File: src/sies_defs.vh
// Purpose: Constants for the sync input edge-sense status block
// Assumes: 8-bit register port, byte offsets on an 8-bit address
// Notes: Definitions only, no logic
`ifndef SIES_DEFS_VH
`define SIES_DEFS_VH

// Register offsets
`define SIES_ADDR_W 8
`define SIES_DATA_W 8
`define SIES_STATUS_OFS 8'h00
`define SIES_CONN_OFS 8'h01

// Status register field positions
`define SIES_VEDGE_BIT 7
`define SIES_HEDGE_BIT 6
`define SIES_CEDGE_BIT 5
`define SIES_HFEDGE_BIT 4
`define SIES_VFEDGE_BIT 3
`define SIES_PREQ_BIT 2
`define SIES_IHI_BIT 1
`define SIES_IVI_BIT 0

// Flag bits that software may clear, per channel
`define SIES_FLAG_MASK_CH0 8'hfc
`define SIES_FLAG_MASK_CH1 8'he4

// Input connection register field positions
`define SIES_CONN_HSRC_BIT 0
`define SIES_CONN_HINV_BIT 1
`define SIES_CONN_VSRC_BIT 2
`define SIES_CONN_VINV_BIT 3
`define SIES_CONN_MASK 8'h0f

// Reset values
`define SIES_FLAGS_RST 8'h00
`define SIES_CONN_RST 8'h00
`define SIES_RDATA_RST 8'h00

// Timing counts
`define SIES_SYNC_STAGES 2
`define SIES_EDGE_TO_FLAG_CYC 1

`endif

File: src/sies_edge_det.v
// Purpose: Two-flop synchroniser with rising and falling edge detection
// Assumes: One system clock, synchronous active-high reset
// Notes: Edge pulses are combinational and last one cycle
`timescale 1ns/10ps
`default_nettype none

module sies_edge_det
(
  input wire sys_clk_in,
  input wire srst_in,
  input wire pin_in,
  output wire level_out,
  output wire rise_out,
  output wire fall_out
);

  reg meta_q;
  reg sync_q;
  reg prev_q;

  // First stage feeds only the second; it may be metastable
  always @(posedge sys_clk_in)
  begin
    if (srst_in)
    begin
      meta_q <= 1'b0;
      sync_q <= 1'b0;
      prev_q <= 1'b0;
    end
    else
    begin
      meta_q <= pin_in;
      sync_q <= meta_q;
      prev_q <= sync_q;
    end
  end

  // Low sample followed by high sample is a rising edge
  assign rise_out = sync_q & ~prev_q;
  assign fall_out = ~sync_q & prev_q;
  assign level_out = sync_q;

endmodule // sies_edge_det

`default_nettype wire

File: src/sies_status.v
// Purpose: Edge-sense and level status register for the sync inputs
// Assumes: Pins asynchronous to sys_clk_in; mask interval from the timer
// Notes: Register reads return data in the cycle after the read strobe
`timescale 1ns/10ps
`default_nettype none
`include "sies_defs.vh"

// Contract
// Vertical sync pin rise sets bit 7
// Horizontal sync pin rise sets bit 6
// Composite sync pin rise sets bit 5
// Channel 0: horizontal flyback rise sets bit 4
// Channel 0: vertical flyback rise sets bit 3
// Channel 1: bits 4,3 read zero, unwritable
// Flag clears on zero write after reading one
// 2fH modification condition sets bit 2
// Horizontal input edge inside mask interval detected
// Bit 1 shows horizontal input level
// Horizontal level taken after source and inversion
// Bit 0 shows vertical input level
// Writing one never sets a flag
// Levels follow pins; flags reset to zero (levels read zero in reset: their synchronisers are reset)
// Synchronise pins; flag set cycle after edge
module sies_status
#(
  parameter CHANNEL_ID = 0
)
(
  input wire sys_clk_in,
  input wire srst_in,
  input wire [`SIES_ADDR_W-1:0] reg_addr_in,
  input wire [`SIES_DATA_W-1:0] reg_wdata_in,
  input wire reg_wr_in,
  input wire reg_rd_in,
  output wire [`SIES_DATA_W-1:0] reg_rdata_out,
  input wire vert_sync_in_pin_in,
  input wire horiz_sync_in_pin_in,
  input wire composite_sync_in_pin_in,
  input wire horiz_flyback_in_pin_in,
  input wire vert_flyback_in_pin_in,
  input wire mask_interval_in,
  output wire [`SIES_DATA_W-1:0] sync_edge_sense_status_out,
  output wire internal_horiz_input_out,
  output wire internal_vert_input_out
);

  // Address decode shared by read and write paths
  function sies_hit;
    input [`SIES_ADDR_W-1:0] addr;
    input [`SIES_ADDR_W-1:0] ofs;
    begin
      sies_hit = (addr == ofs);
    end
  endfunction

  // Source select, then phase inversion; both internal inputs share it
  function sies_sel_inv;
    input use_comp;
    input invert;
    input comp_level;
    input own_level;
    begin
      sies_sel_inv = (use_comp ? comp_level : own_level) ^ invert;
    end
  endfunction

  // Clearable flag bits depend on the channel
  localparam [`SIES_DATA_W-1:0] FLAG_MASK =
    (CHANNEL_ID == 0) ? `SIES_FLAG_MASK_CH0 : `SIES_FLAG_MASK_CH1;

  wire vsync_level;
  wire vsync_rise;
  wire hsync_level;
  wire hsync_rise;
  wire csync_level;
  wire csync_rise;
  wire hfback_rise;
  wire vfback_rise;

  reg [`SIES_DATA_W-1:0] flags_q;
  reg [`SIES_DATA_W-1:0] flags_d;
  reg [`SIES_DATA_W-1:0] armed_q;
  reg [`SIES_DATA_W-1:0] armed_d;
  reg [`SIES_DATA_W-1:0] conn_q;
  reg [`SIES_DATA_W-1:0] conn_d;
  reg [`SIES_DATA_W-1:0] rdata_q;
  reg [`SIES_DATA_W-1:0] rdata_d;
  reg ihi_q;
  reg ivi_q;
  reg mask_q;

  reg [`SIES_DATA_W-1:0] set_vec;
  reg [`SIES_DATA_W-1:0] clr_vec;
  reg [`SIES_DATA_W-1:0] status_view;
  reg ihi_d;
  reg ivi_d;
  reg ihi_toggle;

  wire status_wr;
  wire status_rd;
  wire conn_wr;
  wire conn_rd;

  // Synchronise each pin and find its rising edge
  sies_edge_det u_vsync
  (
    .sys_clk_in(sys_clk_in),
    .srst_in(srst_in),
    .pin_in(vert_sync_in_pin_in),
    .level_out(vsync_level),
    .rise_out(vsync_rise),
    .fall_out()
  );

  sies_edge_det u_hsync
  (
    .sys_clk_in(sys_clk_in),
    .srst_in(srst_in),
    .pin_in(horiz_sync_in_pin_in),
    .level_out(hsync_level),
    .rise_out(hsync_rise),
    .fall_out()
  );

  sies_edge_det u_csync
  (
    .sys_clk_in(sys_clk_in),
    .srst_in(srst_in),
    .pin_in(composite_sync_in_pin_in),
    .level_out(csync_level),
    .rise_out(csync_rise),
    .fall_out()
  );

  sies_edge_det u_hfback
  (
    .sys_clk_in(sys_clk_in),
    .srst_in(srst_in),
    .pin_in(horiz_flyback_in_pin_in),
    .level_out(),
    .rise_out(hfback_rise),
    .fall_out()
  );

  sies_edge_det u_vfback
  (
    .sys_clk_in(sys_clk_in),
    .srst_in(srst_in),
    .pin_in(vert_flyback_in_pin_in),
    .level_out(),
    .rise_out(vfback_rise),
    .fall_out()
  );

  assign status_wr = reg_wr_in & sies_hit(reg_addr_in, `SIES_STATUS_OFS);
  assign status_rd = reg_rd_in & sies_hit(reg_addr_in, `SIES_STATUS_OFS);
  assign conn_wr = reg_wr_in & sies_hit(reg_addr_in, `SIES_CONN_OFS);
  assign conn_rd = reg_rd_in & sies_hit(reg_addr_in, `SIES_CONN_OFS);

  // Internal signals: source select, then phase inversion
  always @*
  begin
    ihi_d = sies_sel_inv(conn_q[`SIES_CONN_HSRC_BIT], conn_q[`SIES_CONN_HINV_BIT],
      csync_level, hsync_level);
    ivi_d = sies_sel_inv(conn_q[`SIES_CONN_VSRC_BIT], conn_q[`SIES_CONN_VINV_BIT],
      csync_level, vsync_level);
    // Either edge of the horizontal input counts
    ihi_toggle = (ihi_d != ihi_q);
  end

  // Hardware set requests, aligned to the edge cycle
  always @*
  begin
    set_vec = {`SIES_DATA_W{1'b0}};
    set_vec[`SIES_VEDGE_BIT] = vsync_rise;
    set_vec[`SIES_HEDGE_BIT] = hsync_rise;
    set_vec[`SIES_CEDGE_BIT] = csync_rise;
    set_vec[`SIES_HFEDGE_BIT] = hfback_rise;
    set_vec[`SIES_VFEDGE_BIT] = vfback_rise;
    set_vec[`SIES_PREQ_BIT] = ihi_toggle & mask_q;
    set_vec = set_vec & FLAG_MASK;
  end

  // Clear only bits armed by an earlier read and written as zero
  always @*
  begin
    clr_vec = {`SIES_DATA_W{1'b0}};
    if (status_wr)
    begin
      clr_vec = armed_q & ~reg_wdata_in & FLAG_MASK;
    end
  end

  // Set wins over clear, so an edge in the clearing cycle is kept
  always @*
  begin
    flags_d = ((flags_q & ~clr_vec) | set_vec) & FLAG_MASK;
  end

  // Arm on reading a one; any write to the register disarms it
  always @*
  begin
    armed_d = armed_q;
    if (status_wr)
    begin
      armed_d = {`SIES_DATA_W{1'b0}};
    end
    if (status_rd)
    begin
      armed_d = armed_d | (flags_q & FLAG_MASK);
    end
    // A flag already gone cannot stay armed
    armed_d = armed_d & flags_d;
  end

  // Input connection control register
  always @*
  begin
    conn_d = conn_q;
    if (conn_wr)
    begin
      conn_d = reg_wdata_in & `SIES_CONN_MASK;
    end
  end

  // Status view: flags above, live levels in the two low bits
  always @*
  begin
    status_view = flags_q & FLAG_MASK;
    status_view[`SIES_IHI_BIT] = ihi_q;
    status_view[`SIES_IVI_BIT] = ivi_q;
  end

  // Read data stands for one cycle; unmapped reads return zero
  always @*
  begin
    rdata_d = `SIES_RDATA_RST;
    if (status_rd)
    begin
      rdata_d = status_view;
    end
    else if (conn_rd)
    begin
      rdata_d = conn_q;
    end
  end

  // Flags and their arming move together, so a clear never sees stale arming
  always @(posedge sys_clk_in)
  begin
    if (srst_in)
    begin
      flags_q <= `SIES_FLAGS_RST;
      armed_q <= `SIES_FLAGS_RST;
    end
    else
    begin
      flags_q <= flags_d;
      armed_q <= armed_d;
    end
  end

  // Connection register
  always @(posedge sys_clk_in)
  begin
    if (srst_in)
    begin
      conn_q <= `SIES_CONN_RST;
    end
    else
    begin
      conn_q <= conn_d;
    end
  end

  // Read data register
  always @(posedge sys_clk_in)
  begin
    if (srst_in)
    begin
      rdata_q <= `SIES_RDATA_RST;
    end
    else
    begin
      rdata_q <= rdata_d;
    end
  end

  // Mask register
  always @(posedge sys_clk_in)
  begin
    if (srst_in)
    begin
      mask_q <= 1'b0;
    end
    else
    begin
      // Delayed to line up with the synchronised edge
      mask_q <= mask_interval_in;
    end
  end

  // Level registers are not reset, but their synchronisers are: they read zero in reset
  always @(posedge sys_clk_in)
  begin
    ihi_q <= ihi_d;
    ivi_q <= ivi_d;
  end

  assign reg_rdata_out = rdata_q;
  assign sync_edge_sense_status_out = status_view;
  assign internal_horiz_input_out = ihi_q;
  assign internal_vert_input_out = ivi_q;

endmodule // sies_status

`default_nettype wire

File: config.mk
export PLATFORM = sky130hd
export DESIGN_NAME = sies_status
export DESIGN_NICKNAME = d
export VERILOG_FILES = /design/src/sies_edge_det.v /design/src/sies_status.v
export VERILOG_INCLUDE_DIRS = /design/src
export SDC_FILE = /design/constraint.sdc
export NUM_CORES = 1
export LEC_CHECK = 0
export BUFFER_PORTS_ARGS = -buffer_cell sky130_fd_sc_hd__clkbuf_2
export CORE_MARGIN = 1
export CORE_UTILIZATION = 57
export CTS_BUF_LIST = sky130_fd_sc_hd__clkbuf_2
export CTS_CLUSTER_SIZE = 16
export DETAILED_ROUTE_END_ITERATION = 7
export GPL_ROUTABILITY_DRIVEN = 0
export PLACE_DENSITY = 0.86
export SYNTH_ARGS = -nofsm -noshare
export SYNTH_HDL_FRONTEND = slang
export SYNTH_SLANG_ARGS = --single-unit
File: constraint.sdc
create_clock -name sys_clk_in -period 1.82 [get_ports sys_clk_in]
set_input_delay 0.091 -clock sys_clk_in [delete_from_list [all_inputs] [get_ports sys_clk_in]]
set_output_delay 0.091 -clock sys_clk_in [all_outputs]
set_load 0.02 [all_outputs]
After elaboration in Yosys (flattened, before gate mapping)
Cells that the tools add are included.
{ "word_totals": {"register_bits": 46, "latch_bits": 0, "mem_bits_rw": 0, "romBits": 0, "in_bits": 26, "memories": 0} }
{ "op_classes": {"add_sub_neg": 0, "mul": 0, "div": 0, "order_cmp": 0, "n_eq_ne": 2, "shifts": 0, "mux": 7, "bitwise": 24, "n_reduce_logical": 1} }
{ "op_table": {"columns": ["operator", "count"], "rows": [
  ["two-way mux 8 bit", 4],
  ["AND 8 bit", 3],
  ["NOT 8 bit", 2],
  ["OR 8 bit", 2],
  ["AND 1 bit", 10],
  ["equality test 8 x 1 -> 1 bit (second input constant)", 1],
  ["logical NOT 8 bit", 1],
  ["NOT 1 bit", 5],
  ["two-way mux 4 bit", 1],
  ["two-way mux 1 bit", 2],
  ["bitwise XOR 1 bit", 2],
  ["inequality test 1 bit", 1]
]} }

Depth between registers and ports, before layout
{ "logic_depth": {"ltp_word": 7, "ltp_mapped": 5, "depth_no_buf": 4} }

Cells and area by module
A second synthesis with hierarchy kept.
{ "hier_totals": {"cells_unflattened": 142, "area_unflattened_um2": 1552.7} }
{ "modules_own_cells": {"columns": ["module", "instances", "cells_each", "area_each_um2", "seq_area_each_um2"], "rows": [
  ["sies_status", 1, 102, 1096.1, 540.5],
  ["sies_edge_det", 5, 8, 91.3, 60.1]
]} }

Worst setup path before layout
No wires, ideal clock.
{ "synth_path": {"path_kind": "input to register", "from": "input reg_addr_in[1]", "to": "register armed_q[3]", "t_arrival_ps": 1100, "setup_slack_ps": 590, "stages": 4, "path_buffers": 0, "cell_sequence": "or4b_4 > nor3b_4 > a2bb2oi_2 > a21oi_1"} }
{ "synth_via": {"elab_chain_len": 7, "elab_cells_between_ends": 11, "classes_between": "3 x mux; 7 x bitwise; 1 x reduce/logical"} }
{ "synth_lines": {"columns": ["element", "line_no", "text"], "rows": [
  ["from (decl)", "sies_status.v:31", "input wire [`SIES_ADDR_W-1:0] reg_addr_in,"],
  ["logical NOT 8 bit (*)", "sies_status.v:52", "sies_hit = (addr == ofs);"],
  ["AND 1 bit", "sies_status.v:155", "assign status_wr = reg_wr_in & sies_hit(reg_addr_in, `SIES_STATUS_OFS);"],
  ["two-way mux 8 bit", "sies_status.v:188", "if (status_wr)"],
  ["NOT 8 bit", "sies_status.v:197", "flags_d = ((flags_q & ~clr_vec) | set_vec) & FLAG_MASK;"],
  ["AND 8 bit", "sies_status.v:197", null],
  ["OR 8 bit", "sies_status.v:197", null],
  ["AND 8 bit (*)", "sies_status.v:213", "armed_d = armed_d & flags_d;"],
  ["to (signal assigned)", "sies_status.v:254", "armed_q <= `SIES_FLAGS_RST;"],
  ["to (signal assigned)", "sies_status.v:259", "armed_q <= armed_d;"],
  ["to (decl)", "sies_status.v:82", "reg [`SIES_DATA_W-1:0] armed_q;"]
]} }
Mark *: on every way between the ends. The rest lies on a longest branch, timed or not.
A chain may end at the register's enable or synchronous reset.

Worst setup path in the final report
{ "layout_path": {"from": "register conn_q[0]", "to": "register armed_q[2]"} }
{ "layout_via": {"elab_chain_len": 6} }
{ "layout_lines": {"columns": ["element", "line_no", "text"], "rows": [
  ["from (decl)", "sies_status.v:84", "reg [`SIES_DATA_W-1:0] conn_q;"],
  ["from (signal assigned)", "sies_status.v:268", "conn_q <= `SIES_CONN_RST;"],
  ["from (signal assigned)", "sies_status.v:272", "conn_q <= conn_d;"],
  ["two-way mux 1 bit", "sies_status.v:63", "sies_sel_inv = (use_comp ? comp_level : own_level) ^ invert;"],
  ["bitwise XOR 1 bit", "sies_status.v:63", null],
  ["inequality test 1 bit", "sies_status.v:168", "ihi_toggle = (ihi_d != ihi_q);"],
  ["AND 1 bit", "sies_status.v:180", "set_vec[`SIES_PREQ_BIT] = ihi_toggle & mask_q;"],
  ["OR 8 bit", "sies_status.v:197", null],
  ["AND 8 bit", "sies_status.v:213", null]
]} }
Every way passes these cells.

==> impl_metrics.env <==
export IMPL_drv_slew=0
export IMPL_crit_type="reg2reg"
export IMPL_routed_top_layer="met4"
export IMPL_route_met3_wl_um=197
export IMPL_synth_top_cell_area_share_pct=54.1
export IMPL_final_fill_count=166
export IMPL_drc_errors=0
export IMPL_synth_nets=175
export IMPL_fin_crit_ns=1.42
export IMPL_clkSinkCount=42
export IMPL_diodes=0
export IMPL_ys_async_sr_fraction_pct=0
export IMPL_syn_inst=149
export IMPL_crit_path_max_fanout=3
export IMPL_fin_skew_ns=0.0105
export IMPL_grt_total_usage_pct=23.1
export IMPL_ioPinCount=44
export IMPL_drt_iter0_drc=29
export IMPL_cap_violations=0
export IMPL_crit_chain="mux2i_1 -> xnor3_1 -> a22oi_1 -> nor4_1"
export IMPL_die_w_um=54.2
export IMPL_worst_path_buf_inv=0
export IMPL_post_cts_buffers=0
export IMPL_endpoint_kind="flip-flop"
export IMPL_min_path_cells=2
export IMPL_worstPathArrival_ns=1.71
export IMPL_cts_clk_slew_worst_paths_ns=0.20
export IMPL_vias=1234
export IMPL_grt_overflow_total=0
export IMPL_grt_pass1_wl_mm=4.60
export IMPL_via_per_inst=5.23
export IMPL_htree_levels=2
export IMPL_tns_ns=0
export IMPL_antenna_left=0
export IMPL_power_density_mw_per_mm2=841
export IMPL_cts_resized=0
export IMPL_reg2reg_from="conn_q[0]$_SDFFE_PP0P_"
export IMPL_slew_headroom_pct=70.7
export IMPL_cp_start_kind="flip-flop"
export IMPL_synth_edff_count=0
export IMPL_design_area_sq_mm=0.00196
export IMPL_multi_input_area_sq_um=667
export IMPL_wl_met2_mm=1.46
export IMPL_critPathRequiredTime_ns=2.11
export IMPL_nets=231
export IMPL_period_share_pct=77.9
export IMPL_worstHoldEndpoint="u_hsync.meta_q$_SDFF_PP0_"
export IMPL_synth_main_ff_cell="dfxtp_1"
export IMPL_critPathSlowestCell="dfxtp_1"
export IMPL_fmax_mhz=705
export IMPL_syn_to_final_growth_pct=26.0
export IMPL_outcome="finished clean"
export IMPL_setup_viol=0
export IMPL_placed_area_sq_mm=0.00178
export IMPL_r2r_cells=4
export IMPL_synthesis_area_sq_mm=0.00155
export IMPL_die_area_sq_mm=0.00294
export IMPL_r2r_end="armed_q[2]$_SDFF_PP0_"
export IMPL_wl_met1_mm=1.26
export IMPL_clockRootBuffer="clkbuf_2"
export IMPL_first_global_vias=1125
export IMPL_finalHoldViolCount=0
export IMPL_wire_per_inst_um=12.7
export IMPL_peakVddDrop_v=0.000792
export IMPL_leakage_nw=0.909
export IMPL_port_buffers=43
export IMPL_synth_seq_area_share_pct=54.1
export IMPL_final_seq_area_sq_um=841
export IMPL_reg2reg_setup_slack_ns=0.40
export IMPL_cts_buffers=5
export IMPL_initial_core_util_pct=61.6
export IMPL_avgSynthCellArea_sq_um=10.4
export IMPL_grt_max_degree=16
export IMPL_antenna_found_initial=0
export IMPL_clk_path_buf_depth=2
export IMPL_row_count=18
export IMPL_firstDrtPassIters=4
export IMPL_ys_ff_latch=42
export IMPL_yosys_warnings=0
export IMPL_cts_tree="built"
export IMPL_tightest_slew_ns=0.436
export IMPL_rsz0062_at_grt="no"
export IMPL_hp_start="srst_in"
export IMPL_hp_class="in2reg"
export IMPL_routed_wl_mm=3.00
export IMPL_fp_coreArea_sq_mm=0.00252
export IMPL_die_h_um=54.2
export IMPL_synthDistinctLibCells=30
export IMPL_crit_path_max_incr_delay_ns=0.42
export IMPL_clock_latency_ns=0.39
export IMPL_synth_most_common_cell="dfxtp_1"
export IMPL_synth_top_area_cell="dfxtp_1"
export IMPL_path_delay_family="flip-flops"
export IMPL_synthTopCellsByArea="dfxtp_1 (54%), nor2b_1 (8.9%), mux2i_1 (6.4%)"
export IMPL_critPathLaunch="conn_q[0]$_SDFFE_PP0P_"
export IMPL_layout_drive_gt1_share_pct=27.2
export IMPL_yosys_top_cells_count="dfxtp_1 (42), nor2b_1 (22), a21oi_1 (12)"
export IMPL_dp_hpwl_mm=2.17
[area by class of cell]
class / instances / share of cell area (%)
inverter: 4 / 0.767
clock buffer: 5 / 1.28
clock inverter: 3 / 2.04
multi-input combinational: 97 / 34.1
timing repair buffer: 55 / 17.0
tap: 30 / 1.92
sequential: 42 / 42.9
[cells by family (layout without fill, tap and decap cells)]
group,after synthesis,count (layout),synth area share (%)
and+or+nand+nor,60,60,23.7
DFF,42,42,54.1
AOI/OAI and AO/OA,24,24,10.2
buffers and inverters,10,67,2.98
muxes,10,10,6.44
xor gates and xnor gates,3,3,2.58
[metrics by stage]
step	utilization, %	worst slack, ns	std cells	power, mW	hold WS, ns
6_report	77.6	0.402	236	1.65	0.0465
5_1_grt	77.6	0.335	236	1.72	0.0204
4_1_cts	77.6	0.439	236	1.66	0.0235
3_5_place_dp	70.7	0.413	217	1.13	0.307
3_3_place_gp	70.7	0.417	217	1.12	0.302
2_1_floorplan	-	0.590	149	1.07	0.219
[cell usage in the layout (no fill, tap or decap), types with 5 or more instances in the layout]
cell and instances:
nor2_1 10, mux2i_1 10, clkbuf_2 48, nand2b_1 5, dlygate4sd3_1 11, nor2b_1 22
a21oi_1 12, nand2_1 8, dfxtp_1 42
[where the power goes]
group          switching (mW)  internal (mW)  total (mW)
registers              0.0229          0.950       0.973
logic                  0.0811         0.0776       0.159
clock network           0.288          0.228       0.516
total                   0.392           1.26        1.65
[registers in the layout, summed over array words and instances (netlist names), 4 cells and up]
| name | count |
|---|---|
| armed_q | 6 |
| reg_rdata_out | 8 |
| flags_q | 6 |
| conn_q | 4 |
[routing by layer]
| metal | vias to the layer above | global-route usage, % |
|---|---|---|
| met4 | 0 | 14.5 |
| met5 | - | 0 |
| met3 | 9 | 5.83 |
| li1 | 620 | - |
| met2 | 50 | 40.2 |
| met1 | 555 | 24.6 |
[repair_timing]
action                                 CTS  global route
setup endpoints to repair                0             0
endpoints found under the hold margin   15             0
hold buffers                            11             0
[worst max path at each step]
stage	end	slack (ns)	cells past startpoint
global placement	armed_q[3]$_SDFF_PP0_	0.42	5
floorplan	armed_q[3]$_SDFF_PP0_	0.59	4
finish	armed_q[2]$_SDFF_PP0_	0.40	4
detailed placement	armed_q[4]$_SDFF_PP0_	0.41	5
global route	armed_q[2]$_SDFF_PP0_	0.33	4
CTS	armed_q[2]$_SDFF_PP0_	0.44	4
Note: power is estimated with default switching activity, not from simulation.
